[config.mk]
export PLATFORM = sky130hd
export DESIGN_NAME = sdl_dma_ctrl
export DESIGN_NICKNAME = d
export VERILOG_FILES = /design/src/logic/sdl_pkg.sv /design/src/logic/sdl_dma_ctrl.sv
export SDC_FILE = /design/constraint.sdc
export NUM_CORES = 1
export LEC_CHECK = 0
export ABC_AREA = 1
export BUFFER_PORTS_ARGS = -buffer_cell sky130_fd_sc_hd__buf_4
export CAP_MARGIN = 20
export CORE_ASPECT_RATIO = 0.8
export CORE_MARGIN = 5
export CORE_UTILIZATION = 55
export CTS_CLUSTER_DIAMETER = 120
export DETAILED_ROUTE_END_ITERATION = 7
export PLACE_DENSITY_LB_ADDON = 0.12
export RECOVER_POWER = 25
export SLEW_MARGIN = 30
export SYNTH_ARGS = -nofsm -noshare
export SYNTH_HDL_FRONTEND = slang
export SYNTH_SLANG_ARGS = --single-unit
[constraint.sdc]
create_clock -name pclk -period 2.4 [get_ports pclk]
set_clock_uncertainty 0.2 [all_clocks]
set_input_delay 0.48 -clock pclk [delete_from_list [all_inputs] [get_ports pclk]]
set_output_delay 0.48 -clock pclk [all_outputs]
set_load 0.05 [all_outputs]
[src/logic/sdl_pkg.sv]
// Purpose: shared constants and types for the spi dma link control block
// Assumes: apb register access, 32-bit data, byte addresses
// Notes: field positions inside each register are local choices
package sdl_pkg;
  localparam int AW = 12;
  localparam int DW = 32;
  // register byte offsets
  localparam logic [AW-1:0] OFF_CRC = 12'h0c0;
  localparam logic [AW-1:0] OFF_SEQ = 12'h0f8;
  localparam logic [AW-1:0] OFF_CONF = 12'h100;
  localparam logic [AW-1:0] OFF_TXL = 12'h104;
  localparam logic [AW-1:0] OFF_RXL = 12'h108;
  localparam logic [AW-1:0] OFF_STAT = 12'h10c;
  localparam logic [AW-1:0] OFF_ENA = 12'h110;
  localparam logic [AW-1:0] OFF_RAW = 12'h114;
  localparam logic [AW-1:0] OFF_MSK = 12'h118;
  localparam logic [AW-1:0] OFF_CLR = 12'h11c;
  // dma_configuration fields
  localparam int CF_IN_RST = 2;
  localparam int CF_OUT_RST = 3;
  localparam int CF_FIFO_RST = 4;
  localparam int CF_BM_RST = 5;
  localparam int CF_EOF_MODE = 9;
  localparam int CF_TXD_BURST = 10;
  localparam int CF_RXD_BURST = 11;
  localparam int CF_DATA_BURST = 12;
  localparam int CF_RX_STOP = 14;
  localparam int CF_TX_STOP = 15;
  localparam int CF_CONT = 16;
  localparam logic [DW-1:0] CONF_MASK = 32'h0001_de3c;
  // chain control fields
  localparam int LK_AW = 20;
  localparam int LK_SKIP = 20;
  localparam int LK_STOP = 28;
  localparam int LK_START = 29;
  localparam int LK_RESTART = 30;
  localparam logic [DW-1:0] TXL_MASK = 32'h700f_ffff;
  localparam logic [DW-1:0] RXL_MASK = 32'h701f_ffff;
  // activity status and sequencer state fields
  localparam int ST_RX = 0;
  localparam int ST_TX = 1;
  localparam int SEQ_W = 3;
  // event bit positions
  localparam int NEV = 9;
  localparam int EV_RX_EMPTY = 0;
  localparam int EV_TX_DERR = 1;
  localparam int EV_RX_DERR = 2;
  localparam int EV_IN_DONE = 3;
  localparam int EV_IN_ERR = 4;
  localparam int EV_IN_GOOD = 5;
  localparam int EV_OUT_DONE = 6;
  localparam int EV_OUT_EOF = 7;
  localparam int EV_TOTAL_EOF = 8;

  typedef enum logic [3:0] {
    CH_IDLE = 4'b0001,
    CH_FETCH = 4'b0010,
    CH_ACTIVE = 4'b0100,
    CH_HOLD = 4'b1000
  } sdl_chain_st_t;

  typedef struct packed {
    sdl_chain_st_t st;
    logic [LK_AW-1:0] ptr;
    logic fetch;
    logic empty;
  } sdl_chain_t;

  // reports from the dma datapath, one-cycle pulses unless noted
  typedef struct packed {
    logic tx_desc_ok;
    logic tx_desc_err;
    logic tx_desc_done;
    logic [LK_AW-1:0] tx_next;
    logic rx_desc_ok;
    logic rx_desc_err;
    logic rx_desc_done;
    logic [LK_AW-1:0] rx_next;
    logic rx_invalid;
    logic tx_pushed;
    logic tx_popped;
    logic tx_total_eof;
    logic tx_done;
    logic rx_good_eof;
    logic rx_done;
  } sdl_dp_in_t;

  typedef struct packed {
    logic tx_fetch;
    logic [LK_AW-1:0] tx_addr;
    logic rx_fetch;
    logic [LK_AW-1:0] rx_addr;
    logic tx_run;
    logic rx_run;
    logic data_burst;
    logic txd_burst;
    logic rxd_burst;
    logic bm_rst;
    logic fifo_rst;
    logic out_rst;
    logic in_rst;
  } sdl_dp_out_t;

  typedef struct packed {
    logic [DW-1:0] conf;
    logic [DW-1:0] txl;
    logic [DW-1:0] rxl;
    logic [NEV-1:0] ena;
    logic [NEV-1:0] raw;
    logic [NEV-1:0] masked;
    sdl_chain_t tx;
    sdl_chain_t rx;
    logic [DW-1:0] rdata;
  } sdl_state_t;
endpackage : sdl_pkg
[src/logic/sdl_dma_ctrl.sv]
// Purpose: register file and chain control of the spi descriptor dma
// Assumes: apb slave, zero wait states, datapath on the same clock
// Notes: reads are sampled in the setup phase
// How it works
// - sequencer state readable, codes zero to seven
// - continuous bit keeps transfers running
// - tx stop halts sending in continuous mode
// - rx stop halts receiving in continuous mode
// - data burst bit selects burst payload reads
// - separate burst bits for each descriptor chain
// - out eof on pop or push, per mode
// - bus master reset bit resets bus master
// - fifo reset bit resets master fifo pointers
// - out reset idles out machine, pointer kept
// - in reset idles in machine, pointer kept
// - tx restart resumes on appended descriptors
// - tx start fetches from programmed address
// - tx stop bit abandons tx descriptors
// - rx restart resumes on appended descriptors
// - rx start fetches from programmed address
// - rx stop bit abandons rx descriptors
// - auto skip advances past invalid packets
// - two read-only activity bits, tx and rx
// - nine event enable bits
// - masked status is raw and enable
// - clear bit per event, set wins
//
// The APB register port was left to the implementer.
module sdl_dma_ctrl (
  input wire logic pclk,
  input wire logic presetn,
  input wire logic psel,
  input wire logic penable,
  input wire logic pwrite,
  input wire logic [sdl_pkg::AW-1:0] paddr,
  input wire logic [sdl_pkg::DW-1:0] pwdata,
  input wire logic [3:0] pstrb,
  output logic [sdl_pkg::DW-1:0] prdata,
  output logic pready,
  output logic pslverr,
  input wire logic [sdl_pkg::SEQ_W-1:0] seq_state,
  input wire sdl_pkg::sdl_dp_in_t dp_in,
  output sdl_pkg::sdl_dp_out_t dp_out,
  output logic [sdl_pkg::NEV-1:0] irq_masked
);
  import sdl_pkg::*;

  sdl_state_t r;
  sdl_state_t n;

  logic setup;
  logic wr;
  logic mapped;
  logic [DW-1:0] wd;
  logic [DW-1:0] rmux;
  logic [NEV-1:0] ev;
  logic [NEV-1:0] clr;
  logic tx_start;
  logic tx_stop;
  logic tx_restart;
  logic rx_start;
  logic rx_stop;
  logic rx_restart;
  logic cont;
  logic rx_skip;

  function automatic logic [DW-1:0] merge(logic [DW-1:0] old,
                                          logic [DW-1:0] neu,
                                          logic [3:0] strb);
    logic [DW-1:0] res;
    res = old;
    for (int i = 0; i < 4; i++) begin
      if (strb[i]) begin
        res[i*8 +: 8] = neu[i*8 +: 8];
      end
    end
    return res;
  endfunction : merge

  // one step of a descriptor chain; stop and path reset win over start
  function automatic sdl_chain_t chain_step(sdl_chain_t c, logic start,
      logic stop, logic restart, logic hold, logic [LK_AW-1:0] base,
      logic ok, logic err, logic done, logic [LK_AW-1:0] nxt,
      logic bounded_end);
    sdl_chain_t s;
    s = c;
    s.fetch = 1'b0;
    s.empty = 1'b0;
    if (hold || stop) begin
      s.st = CH_IDLE;
    end else if (start) begin
      s.ptr = base;
      s.st = CH_FETCH;
      s.fetch = 1'b1;
    end else begin
      case (c.st)
        CH_IDLE: begin
          s.st = CH_IDLE;
        end
        CH_FETCH: begin
          if (err) begin
            s.st = CH_IDLE;
          end else if (ok) begin
            s.st = CH_ACTIVE;
          end
        end
        CH_ACTIVE: begin
          if (bounded_end) begin
            s.st = CH_IDLE;
          end else if (done) begin
            if (nxt == '0) begin
              s.st = CH_HOLD;
              s.empty = 1'b1;
            end else begin
              s.ptr = nxt;
              s.st = CH_FETCH;
              s.fetch = 1'b1;
            end
          end
        end
        CH_HOLD: begin
          // re-read the last descriptor to pick up its new link
          if (restart) begin
            s.st = CH_FETCH;
            s.fetch = 1'b1;
          end
        end
        default: begin
          s.st = CH_IDLE;
        end
      endcase
    end
    return s;
  endfunction : chain_step

  assign setup = psel && !penable;
  assign wr = psel && penable && pwrite;
  assign wd = pwdata;
  assign pready = 1'b1;
  assign pslverr = psel && penable && !mapped;
  assign prdata = r.rdata;
  assign irq_masked = r.masked;
  assign cont = r.conf[CF_CONT];

  always_comb begin
    case (paddr)
      OFF_CRC, OFF_SEQ, OFF_CONF, OFF_TXL, OFF_RXL, OFF_STAT,
      OFF_ENA, OFF_RAW, OFF_MSK, OFF_CLR: begin
        mapped = 1'b1;
      end
      default: begin
        mapped = 1'b0;
      end
    endcase
  end

  always_comb begin
    rmux = '0;
    case (paddr)
      OFF_SEQ: begin
        rmux[SEQ_W-1:0] = seq_state;
      end
      OFF_CONF: begin
        rmux = r.conf;
      end
      OFF_TXL: begin
        rmux = r.txl;
      end
      OFF_RXL: begin
        rmux = r.rxl;
      end
      OFF_STAT: begin
        rmux[ST_TX] = dp_out.tx_run && r.tx.st == CH_ACTIVE;
        rmux[ST_RX] = dp_out.rx_run && r.rx.st == CH_ACTIVE;
      end
      OFF_ENA: begin
        rmux[NEV-1:0] = r.ena;
      end
      OFF_RAW: begin
        rmux[NEV-1:0] = r.raw;
      end
      OFF_MSK: begin
        rmux[NEV-1:0] = r.masked;
      end
      default: begin
        rmux = '0;
      end
    endcase
  end

  // chain commands act on the write itself, bit set means go
  always_comb begin
    tx_start = 1'b0;
    tx_stop = 1'b0;
    tx_restart = 1'b0;
    rx_start = 1'b0;
    rx_stop = 1'b0;
    rx_restart = 1'b0;
    clr = '0;
    if (wr && paddr == OFF_TXL) begin
      tx_start = pstrb[3] && wd[LK_START];
      tx_stop = pstrb[3] && wd[LK_STOP];
      tx_restart = pstrb[3] && wd[LK_RESTART];
    end
    if (wr && paddr == OFF_RXL) begin
      rx_start = pstrb[3] && wd[LK_START];
      rx_stop = pstrb[3] && wd[LK_STOP];
      rx_restart = pstrb[3] && wd[LK_RESTART];
    end
    if (wr && paddr == OFF_CLR) begin
      clr = NEV'(merge('0, wd, pstrb));
    end
  end

  assign rx_skip = r.rxl[LK_SKIP] && dp_in.rx_invalid;

  always_comb begin
    ev = '0;
    ev[EV_TOTAL_EOF] = dp_in.tx_total_eof;
    ev[EV_OUT_EOF] = r.conf[CF_EOF_MODE] ? dp_in.tx_popped
                                         : dp_in.tx_pushed;
    ev[EV_OUT_DONE] = dp_in.tx_done;
    ev[EV_IN_GOOD] = dp_in.rx_good_eof;
    ev[EV_IN_ERR] = dp_in.rx_invalid;
    ev[EV_IN_DONE] = dp_in.rx_done;
    ev[EV_RX_DERR] = dp_in.rx_desc_err;
    ev[EV_TX_DERR] = dp_in.tx_desc_err;
    ev[EV_RX_EMPTY] = r.rx.empty;
  end

  always_comb begin
    n = r;
    if (setup) begin
      n.rdata = rmux;
    end
    if (wr && paddr == OFF_CONF) begin
      n.conf = merge(r.conf, wd, pstrb) & CONF_MASK;
    end
    if (wr && paddr == OFF_TXL) begin
      n.txl = merge(r.txl, wd, pstrb) & TXL_MASK;
    end
    if (wr && paddr == OFF_RXL) begin
      n.rxl = merge(r.rxl, wd, pstrb) & RXL_MASK;
    end
    if (wr && paddr == OFF_ENA) begin
      n.ena = NEV'(merge({{(DW-NEV){1'b0}}, r.ena}, wd,
                         pstrb));
    end
    n.raw = (r.raw & ~clr[NEV-1:0]) | ev;
    n.masked = n.raw & n.ena;
    // the base pointer comes from the chain control register
    n.tx = chain_step(r.tx, tx_start, tx_stop, tx_restart,
                      r.conf[CF_OUT_RST], n.txl[LK_AW-1:0],
                      dp_in.tx_desc_ok, dp_in.tx_desc_err,
                      dp_in.tx_desc_done, dp_in.tx_next,
                      !cont && dp_in.tx_total_eof);
    n.rx = chain_step(r.rx, rx_start, rx_stop, rx_restart,
                      r.conf[CF_IN_RST], n.rxl[LK_AW-1:0],
                      dp_in.rx_desc_ok, dp_in.rx_desc_err,
                      dp_in.rx_desc_done || rx_skip, dp_in.rx_next,
                      !cont && dp_in.rx_good_eof);
  end

  always_ff @(posedge pclk or negedge presetn) begin
    if (!presetn) begin
      r <= '0;
      r.tx.st <= CH_IDLE;
      r.rx.st <= CH_IDLE;
    end else begin
      r <= n;
    end
  end

  always_comb begin
    dp_out.tx_fetch = r.tx.fetch;
    dp_out.tx_addr = r.tx.ptr;
    dp_out.rx_fetch = r.rx.fetch;
    dp_out.rx_addr = r.rx.ptr;
    dp_out.tx_run = r.tx.st == CH_ACTIVE
                    && !(cont && r.conf[CF_TX_STOP]);
    dp_out.rx_run = r.rx.st == CH_ACTIVE
                    && !(cont && r.conf[CF_RX_STOP]);
    dp_out.data_burst = r.conf[CF_DATA_BURST];
    dp_out.txd_burst = r.conf[CF_TXD_BURST];
    dp_out.rxd_burst = r.conf[CF_RXD_BURST];
    dp_out.bm_rst = r.conf[CF_BM_RST];
    dp_out.fifo_rst = r.conf[CF_FIFO_RST];
    dp_out.out_rst = r.conf[CF_OUT_RST];
    dp_out.in_rst = r.conf[CF_IN_RST];
  end
endmodule : sdl_dma_ctrl

# [Word level (Yosys, flattened, before mapping)]
# Cells that the tools add are included.
[word_totals] register_bits=168 elab_cells=159 output_inout_bits=94
[classes] reduce_logical=46 n_mux=62 bitwise_logic=6 eq_ne=26
[ops] op="equality test 12 x 9 -> 1 bit, second input constant" n=8
[ops] op="2-to-1 mux 20 bit" n=4
[ops] op="case mux 22 bit (3 select lines)" n=1
[ops] op="2-to-1 mux 4 bit" n=14
[ops] op="2-to-1 mux 26 bit" n=2
[ops] op="2-to-1 mux 25 bit" n=2
[ops] op="2-to-1 mux 8 bit" n=6
[ops] op="2-to-1 mux 22 bit" n=2
[ops] op="2-to-1 mux 21 bit" n=2
[ops] op="logical NOT 20 bit" n=2
[ops] op="case mux 6 bit (6 select lines)" n=1
[ops] op="equality test 12 x 8 -> 1 bit, second input constant" n=2
[ops] op="case mux 4 bit (3 select lines)" n=2
[ops] op="logical AND 1 bit" n=21
[ops] op="AND 9 bit" n=2
[ops] op="2-to-1 mux 1 bit" n=18
[ops] op="2-to-1 mux 9 bit" n=2
[ops] op="!= test 5 bit, second input constant" n=3
[ops] op="case mux 2 bit (7 select lines)" n=1
[ops] op="AND reduction 2 bit" n=6
[ops] op="AND reduction 5 bit" n=2
[ops] op="OR reduction 10 bit" n=1
[ops] op="inverter 9 bit" n=1
[ops] op="OR 9 bit" n=1
[ops] op="other kinds (14)" n=34

# [Depth between registers and ports, before layout]
# Gate-level depths: netlist of run 1.
[logic_depth] ltp_word=8 mapped_depth=12 mapped_depth_nobuf=11

# [Least setup slack after synthesis of run 1]
# Ideal clock, no wire load.
[synth_timing] path_type="input to output" start="in paddr[3] (netlist name)" end="out pslverr" t_required_ns=1.720 slack_ns=-0.131 arrival_ns=1.851 path_stages=7 cell_sequence="inv_1 > nand3_1 > inv_1 > nand4_1 > nand3_1 > nand3b_1 > nor2_1"
[synth_between] elab_chain_cells=5 word_cells_on_any_way=14
[synth_rtl] item="start: declaration" line="sdl_dma_ctrl.sv:35" source="input wire logic [sdl_pkg::AW-1:0] paddr,"
[synth_rtl] item="equality test 12 x 9 -> 1 bit / equality test 12 x 8 -> 1 bit (equally long branches)" line="sdl_dma_ctrl.sv:146" source="case (paddr)"
[synth_rtl] item="OR reduction 10 bit *" line="sdl_dma_ctrl.sv:146"
[synth_rtl] item="2-to-1 mux 1 bit *" line="sdl_dma_ctrl.sv:146"
[synth_rtl] item="logical NOT 1 bit *" line="sdl_dma_ctrl.sv:140" source="assign pslverr = psel && penable && !mapped;"
[synth_rtl] item="logical AND 1 bit *" line="sdl_dma_ctrl.sv:140"
[synth_rtl] item="end: declaration" line="sdl_dma_ctrl.sv:40" source="output logic pslverr,"
# Every way passes the cells marked *; elsewhere a longest branch is shown, timed or not.

# [Worst setup path after layout of run 1]
[layout_timing] start="in paddr[11] (netlist name)" end="out pslverr"
# Same word-level chain as after synthesis.

==> metrics.txt, run 1 <==
status=finished clean; leakage power=6.22 nW; number of clock sinks=160; CP Data Required Time=1720 ps; initial DRC count=768; Post-Syn Instances=around 1200; Area contributors post-synth=dfrtp_1 43%, nand2_1 20%, buf_4 7.9%, nand3_1 5.0%, inv_1 3.8%; drt first pass iters=5; Placed Cells=1581; Slew headroom=47.7%; Pwr Total=~6 mW; fmax=435 MHz; post-synthesis sequential area ratio=43.7%; fin. max-slew vios=0; share of the synthesized area in the top cell type=43.2%; first-pass GRT wire length=41800 µm; area of the multi-input gates=3890 µm²; fin crit share=a little over nine tenths; most frequent cells in the layout=491 x nand2_1, 233 x buf_4, 158 x dfrtp_1, 92 x inv_1, 91 x nand3_1; maxcap violations=0; initial antenna violation count=0; Worst Hold Launch=dp_in[2]; Worst-path clk slew=60 ps; Starting Density=~56%; Synth area leader=dfrtp_1; Final ANT Viol Nets=0; synthesized flop and latch total=160; vias in the first global route=7876; CTS Root Cell=clkbuf_16; Final Non-Filler Cells=1615; leading cell type in the layout, fill and taps excluded=nand2_1; dpl hpwl=20300 µm; GPL Wtd Cong=0.916; worst min-delay path class=input pin to flip-flop; Core Box Area=16400 µm²; PwrDens=543 nW/µm²; CTS tree=built; share of cells above drive strength 1=around 24%; measured slew at the worst slew-check pin=between 700 and 800 ps; vias per inst=a little over 5; Critical Path Fanout Max=3; Syn-to-layout area delta=20.9%; total grt overflow=0; Register Area=4010 µm²; setup_tns=0 ps; CP Class=input pin to output port; filler instances=1469; Port-buffer cells=185; Netlist cell types=38; RSZ-0062 raised after global routing=no; die width=around 150 µm; Hold Fails Final Rpt=0; Via Count=8380; critical path arrival=1620 ps; All-Layer GR Usage=27.1%; crit path launch=paddr[11]; type of origin of the critical path=input pin; Post-Syn Area=9160 µm²; final setup fails=0; I/O pins=203; IR drop worst, VDD=~0.00042 V; largest net degree at the start of global routing=66; CTS Buffer Depth=2; Yosys warning count=0; Post-route DRC=0; Clock Latency Late Sink=420 ps; diodes inserted=0; Die Area=~19000 µm²; critical path endpoint category=output port; Worst R2R Start=cont$_DFFE_PN0P_; Die Span Y=125 µm; Post-Route WL=26300 µm; Rows=42; Avg Inst Size Synth=7.36 µm²; Final Core Density=between 60% and 70%; WL/cell=16.3 µm; CTS H-tree depth=4; # nets final=between 1000 and 1500; Tmin final=roughly 2300 ps; total CTS buffers=17
[layout make-up]
| cell class | instances | area share [%] |
|---|---|---|
| clock buffer | 20 | 4.03 |
| clock inverter | 12 | 1.43 |
| inverter | 104 | 3.52 |
| multi-input combinational | 856 | 35.2 |
| sequential | 160 | 36.2 |
| tap | 220 | 2.49 |
| timing repair buffer | 243 | 17.2 |
[stage by stage]
| stage | area (µm²) | worst slack, ps | hold slack (ps) |
|---|---|---|---|
| after floorplan | 9190 | 82.2 | -15.6 |
| after global placement | 10500 | 38.1 | 179 |
| after detailed placement | 10500 | 25.5 | 183 |
| after CTS | 11100 | 18.5 | 44.6 |
| after global routing | 11100 | 9.66 | 49.9 |
| final | 11100 | 101 | 56.9 |
[synth_stat cells]
cell type  number
dfstp_2         2
buf_4          96
o21ai_1        29
nand3_4         2
nand3_1        92
nor2_1         67
a31oi_1         1
nor2_8          1
a21oi_1        52
o21ai_2        13
inv_1          92
dfrtp_1       158
a21oi_4         1
nor2_4          9
nand2_1       491
nand4_2         2
o22ai_1         3
clkbuf_1       14
o21ba_2         1
nand4_1        10
inv_2           9
nand3b_1        2
nor3_4          2
conb_1          2
or2_2           3
nor3_1         10
nand2_2         6
clkinv_1        3
nand2_4         1
o31ai_1         9
buf_6           4
buf_2          18
o21ai_0        26
nor2_2          4
and3_1          1
nand3_2         4
o21bai_1        1
a22o_1          4
[logic make-up (layout without fill, tap and decap cells)]
| kind of cell | after synthesis | after routing | share of synthesized area [%] |
|---|---|---|---|
| AO/OA/AOI/OAI | 140 | 140 | 8.85 |
| flip-flops | 160 | 160 | 43.7 |
| AND/OR/NAND/NOR | 707 | 707 | 33.1 |
| other | 2 | 9 | 0.0820 |
| buffers and inverters | 236 | 379 | 14.2 |
[per-layer routing]
layer | wire length (µm) | share of wire (%) | track usage (%)
met3 | 2920 | 11 | 8.98
met4 | 560 | 2.1 | 7.22
met1 | 11500 | 44 | 39.7
met5 | 0 | 0 | 0
met2 | 11300 | 43 | 38.8
[power by group]
group / leakage (nW) / internal, mW / switching, mW
combinational: 3.79 / 0.190 / 0.316
sequential: 2.14 / 2.70 / 0.00420
clock: 0.292 / 1.68 / 1.12
[flip-flops by register name, summed over array words and instances, names as in the netlist]
name and flops:
irq_masked 9, cont 1, ev 1, r 76, dp_out 49, prdata 24
[what timing repair did]
item | CTS | global route
pin swaps | 0 | 1
hold endpoints to repair | 28 | 0
setup endpoints to repair | 1 | 2
hold buffers | 1 | 0
setup buffers | 0 | 1
cloned | 0 | 0
gates resized for setup | 1 | 2
[worst max-delay path, stage by stage]
cell and delay (ps):
buf_4 110, inv_1 50, nand2_1 130, nor3_1 280, nand3_1 120, nand3_1 110, nand3b_1 120, nor2_2 40
buf_4 180
[path summary, 6_finish.rpt]
path,end,slack (ps),cells past startpoint
max in group asynchronous,dp_out[6]$_DFFE_PN0P_,420,3
min,r[99]$_DFF_PN0_,60,3
max reg2reg,dp_out[42]$_DFFE_PN0P_,450,8
max,pslverr,100,9
min reg2reg,r[93]$_DFF_PN0_,270,1
min in group asynchronous,dp_out[14]$_DFFE_PN0P_,460,2
(Power assumes the default switching activity.)
==> inputs of run 2 (changes only) <==
--- a/config.mk
+++ b/config.mk
@@ -5,12 +5,12 @@
 export SDC_FILE = /design/constraint.sdc
 export NUM_CORES = 1
 export LEC_CHECK = 0
-export ABC_AREA = 1
+export ABC_AREA = 0
 export BUFFER_PORTS_ARGS = -buffer_cell sky130_fd_sc_hd__buf_4
 export CAP_MARGIN = 20
 export CORE_ASPECT_RATIO = 0.8
 export CORE_MARGIN = 5
-export CORE_UTILIZATION = 55
+export CORE_UTILIZATION = 54
 export CTS_CLUSTER_DIAMETER = 120
 export DETAILED_ROUTE_END_ITERATION = 7
 export PLACE_DENSITY_LB_ADDON = 0.12
==> metrics.txt, run 2 <==
Via Count=7103; CTS tree=built; # nets final=1086; IR drop worst, VDD=roughly 0.00047 V; largest register by flop count=r; Tmin final=2720 ps; Post-Syn Area=between 8000 and 9000 µm²; Yosys warning count=0; Post-synth EDFFs=0; Post-Route WL=26200 µm; Placed Cells=1165; Clock Latency Late Sink=420 ps; Post-Syn Instances=796; GPL Wtd Cong=a little over 0.9; All-Layer GR Usage=between 20% and 30%; RSZ-0062 raised after global routing=yes; vias in the first global route=7199; Avg Inst Size Synth=approximately 11 µm²; worst min-delay path class=input pin to flip-flop; WL/cell=21.7 µm; Area contributors post-synth=dfrtp_1 46%, mux2_2 13%, buf_4 8.1%, a21oi_1 2.9%, mux2i_1 2.9%; largest net degree at the start of global routing=57; initial antenna violation count=0; total grt overflow=0; Starting Density=54.4%; setup_tns=-1060 ps; PwrDens=549 nW/µm²; CTS H-tree depth=4; Pwr Total=6.04 mW; maxcap violations=0; type of origin of the critical path=input pin; first-pass GRT wire length=40100 µm; area of the multi-input gates=3860 µm²; critical path arrival=2040 ps; final setup fails=6; Netlist cell types=60; fin. max-slew vios=0; CP Class=input pin to output port; CTS Root Cell=clkbuf_16; GRT met3 Usage=7.79%; commonest cells in the netlist=158 x dfrtp_1, 101 x mux2_2, 92 x buf_4; number of clock sinks=160; drt first pass iters=7; Die Area=18400 µm²; most frequent cells in the layout=265 x buf_4, 157 x dfrtp_1, 80 x mux2_2, 44 x a21oi_1, 41 x nand2_1; leading cell type in the layout, fill and taps excluded=buf_4; initial DRC count=495; dpl hpwl=19800 µm; share of the synthesized area in the top cell type=46.4%; FFs w/ async S/R, synth=100%; leakage power=around 5.5 nW; CTS Buffer Depth=2; post-synthesis sequential area ratio=a little under half; failing checks=setup timing; total CTS buffers=17; met2 usage=42.7%; status=complete, but fails checks; Worst-path clk slew=60 ps; Die Span Y=122 µm; post-route cell area=11000 µm²; met1 Use GR=42.0%; Slew headroom=27.3%; I/O pins=203; predominant post-synthesis flop cell=dfrtp_1; critical path endpoint category=output port; Core Box Area=15600 µm²; vias per inst=5.89; Post-route DRC=0; filler instances=1191; max reg flops=76; Final Non-Filler Cells=1205; pre-CTS WS=-508 ps; measured slew at the worst slew-check pin=1090 ps; PnR worst setup slack=-321 ps; Syn-to-layout area delta=29.3%; Placed Area=10200 µm²; fmax=368 MHz; Rows=41; diodes inserted=0; die width=150 µm; synthesized flop and latch total=between 150 and 200; Port-buffer cells=roughly 190; most frequent cell after synthesis=dfrtp_1; share of cells above drive strength 1=~46%; GRT busiest layer=met2; CP Data Required Time=~1700 ps; fin crit share=113%; Critical Path Fanout Max=7; Register Area=4010 µm²; Final ANT Viol Nets=0; Synth area leader=dfrtp_1; Hold Fails Final Rpt=0
==> run 2: cell count changes after synthesis, moves of 18 or more <==
cell	change
clkbuf_1	+18
and3_1	+23
nand2_1	-450
mux2_2	+101
mux2i_1	+25
nand3_1	-64
inv_1	-72
nor2_1	-27
o21ai_1	-29
==> run 2: power by group <==
part / internal (mW) / total [mW] / switching (mW)
clock network: 1.58 / 2.64 / 1.07
registers: 2.73 / 2.74 / 0.0174
logic: 0.260 / 0.654 / 0.394
==> run 2: kinds of logic (layout without fill, tap and decap cells) <==
kind of cell	count (synthesis)	after routing	share of synthesized area, %
AOI/OAI and AO/OA	135	135	10.5
buffers and inverters	151	338	10.9
DFF	160	160	47.0
muxes	134	134	17.7
other	2	9	0.0882
and+or+nand+nor	214	214	13.8
==> run 2: worst paths after layout <==
path	start	to	slack, ps	cells past startpoint
min in group asynchronous	presetn	dp_out[15]$_DFFE_PN0P_	600	2
max in group asynchronous	presetn	prdata[14]$_DFFE_PN0P_	310	3
worst max-delay path	paddr[2]	pslverr	-320	8
worst min-delay path	dp_in[2]	r[99]$_DFF_PN0_	60	2
worst max register to register	r[55]$_DFFE_PN0P_	dp_out[25]$_DFFE_PN0P_	290	6
worst min register to register	r[141]$_DFFE_PN0P_	r[141]$_DFFE_PN0P_	290	2
==> run 2: worst max-delay path: stages <==
cell	delay (ps)
buf_4	120
buf_4	150
or4_4	560
nor3_1	280
a211oi_2	120
nand4b_1	130
nor2_2	50
buf_6	150
==> run 2: metrics by stage <==
stage / utilization (%) / hold WS [ps]
after floorplan: - / -15.6
after global placement: 65.2 / 221
after detailed placement: 65.3 / 232
after CTS: 69.9 / 48.0
after global routing: 70.4 / 48.1
final: 70.4 / 61.3
==> run 2: metal layers <==
layer	vias to the layer above	part of all wire, %
met4	0	1.2
met1	3523	44
li1	3141	-
met3	34	10
met5	-	0
met2	405	44
==> run 2: what timing repair did <==
action / in CTS / in global routing
pin swaps: 8 / 9
hold buffers: 1 / 0
cloned: 0 / 0
resized for setup: 22 / 22
buffers inserted: 7 / 1
hold endpoints to repair: 40 / 0
setup endpoints to repair: 11 / 35
==> run 2: cell type report <==
| cell class | count | share of cell area (%) |
|---|---|---|
| clock buffer | 21 | 4.18 |
| clock inverter | 11 | 1.03 |
| inverter | 20 | 0.682 |
| multi-input combinational | 492 | 35.0 |
| sequential | 160 | 36.4 |
| tap | 215 | 2.44 |
| timing repair buffer | 286 | 20.2 |
==> inputs of run 3 (changes only) <==
--- a/config.mk
+++ b/config.mk
@@ -6,6 +6,7 @@
 export NUM_CORES = 1
 export LEC_CHECK = 0
 export ABC_AREA = 0
+export ABC_CLOCK_PERIOD_IN_PS = 2400
 export BUFFER_PORTS_ARGS = -buffer_cell sky130_fd_sc_hd__buf_4
 export CAP_MARGIN = 20
 export CORE_ASPECT_RATIO = 0.8
@@ -13,8 +14,10 @@
 export CORE_UTILIZATION = 54
 export CTS_CLUSTER_DIAMETER = 120
 export DETAILED_ROUTE_END_ITERATION = 7
+export HOLD_SLACK_MARGIN = 0.03
 export PLACE_DENSITY_LB_ADDON = 0.12
 export RECOVER_POWER = 25
+export SETUP_SLACK_MARGIN = 0.2
 export SLEW_MARGIN = 30
 export SYNTH_ARGS = -nofsm -noshare
 export SYNTH_HDL_FRONTEND = slang
==> metrics.txt, run 3 (synthesis results as in run 2) <==
first-pass GRT wire length=41600 µm; dpl hpwl=19700 µm; Worst-path clk slew=70 ps; status=complete, but fails checks; vias per inst=slightly above 6; type of origin of the critical path=input pin; filler instances=1052; failing checks=setup timing; largest net degree at the start of global routing=slightly above 70; Syn-to-layout area delta=36.4%; share of cells above drive strength 1=48.3%; PnR worst setup slack=-277 ps; Clock Latency Late Sink=between 400 and 500 ps; Core Box Area=about 16000 µm²; CTS tree=built; diodes inserted=0; Tmin final=2680 ps; Die Area=18400 µm²; PwrDens=549 nW/µm²; max reg flops=76; fin. max-slew vios=0; drt first pass iters=7; sw frac=24.6%; Rows=41; Pint=4.80 mW; number of clock sinks=160; die width=between 150 and 200 µm; CP Data Required Time=1720 ps; Final ANT Viol Nets=0; setup_tns=-2370 ps; combinational share of power=10.7%; Port-buffer cells=185; total grt overflow=0; RSZ-0062 raised after global routing=yes; Clock power frac=46.3%; critical path arrival=2000 ps; Pwr Total=6.37 mW; GPL Wtd Cong=0.913; most frequent cells in the layout=265 x buf_4, 158 x dfrtp_1, 63 x mux2_2, 47 x a21oi_1, 46 x mux2_4; Critical Path Fanout Max=5; fin crit share=112%; CTS H-tree depth=4; WL/cell=22.9 µm; final setup fails=24; leakage power=5.83 nW; # nets final=1111; IR drop worst, VDD=0.000478 V; Hold Fails Final Rpt=0; Placed Area=about 10000 µm²; Die Span Y=roughly 120 µm; Post-Route WL=28100 µm; All-Layer GR Usage=a little under a third; Seq pwr share=43.0%; CP Class=input pin to output port; fmax=374 MHz; Starting Density=54.4%; Slew headroom=34.4%; initial DRC count=roughly 650; critical path endpoint category=output port; worst min-delay path class=input pin to flip-flop; largest register by flop count=r; CTS Root Cell=clkbuf_16; Via Count=7443; area of the multi-input gates=~4000 µm²; I/O pins=slightly above 200; leading cell type in the layout, fill and taps excluded=buf_4; CTS Buffer Depth=2; vias in the first global route=7357; total CTS buffers=17; post-route cell area=11600 µm²; Post-route DRC=0; initial antenna violation count=0; measured slew at the worst slew-check pin=984 ps; maxcap violations=0; Net Switching=roughly 1.6 mW; Register Area=around 4000 µm²
run 3: power groups by stage:
| stage | logic [mW] | registers (mW) | clock network (mW) |
|---|---|---|---|
| 2_1_floorplan | 0.330 | 2.79 | 0 |
| 3_3_place_gp | 0.634 | 2.79 | 0 |
| 3_5_place_dp | 0.647 | 2.79 | 0 |
| 4_1_cts | 0.669 | 2.74 | 2.97 |
| 5_1_grt | 0.726 | 2.74 | 3.09 |
| 6_report | 0.682 | 2.74 | 2.95 |
run 3: worst paths after layout:
path / slack (ps) / endpoint / depth (start not counted) / startpoint
max: -280 / pslverr / 7 / paddr[10]
min: 40 / r[99]$_DFF_PN0_ / 2 / dp_in[2]
max reg2reg: 140 / dp_out[11]$_DFFE_PN0P_ / 6 / cont$_DFFE_PN0P_
min reg2reg: 270 / r[93]$_DFF_PN0_ / 1 / ev[0]$_DFF_PN0_
max in group asynchronous: 270 / prdata[1]$_DFFE_PN0P_ / 3 / presetn
min in group asynchronous: 550 / dp_out[15]$_DFFE_PN0P_ / 2 / presetn
run 3: final cells by class:
cell class | count | area share, %
clock inverter | 12 | 1.54
inverter | 20 | 0.646
timing repair buffer | 311 | 22.5
multi-input combinational | 492 | 34.5
sequential | 160 | 34.5
clock buffer | 20 | 3.93
tap | 215 | 2.32
run 3: repair_timing:
action                                  4_1_cts  5_1_grt
hold buffers                                  1        0
pin swaps                                    10       11
buffers inserted                             18        5
cloned                                        4        0
endpoints found under the hold margin        62        0
endpoints found under the setup margin       65       85
resized for setup                            62       42
run 3: routing by layer:
| layer | vias to the layer above | track usage, % | wire length, µm |
|---|---|---|---|
| met2 | 458 | 45.5 | 12700 |
| met5 | - | 0 | 0 |
| met3 | 40 | 8.08 | 3050 |
| met1 | 3737 | 43.5 | 11900 |
| met4 | 0 | 7.14 | 448 |
| li1 | 3208 | - | - |
run 3: metrics by stage:
step / cells / setup WS, ps / util [%] / hold slack, ps
detailed placement: 1170 / -519 / 65.7 / 259
CTS: 1225 / -231 / 73.1 / 31.4
floorplan: 803 / -418 / - / -15.6
finish: 1230 / -277 / 74.3 / 41.3
global route: 1230 / -315 / 74.3 / 35.6
global placement: 1170 / -487 / 65.7 / 258
run 3: critical path: stages:
cell and delay, ps:
buf_6 90, or4b_4 550, buf_8 150, or3_4 380, nand4b_1 120, nor2_2 60, buf_6 150
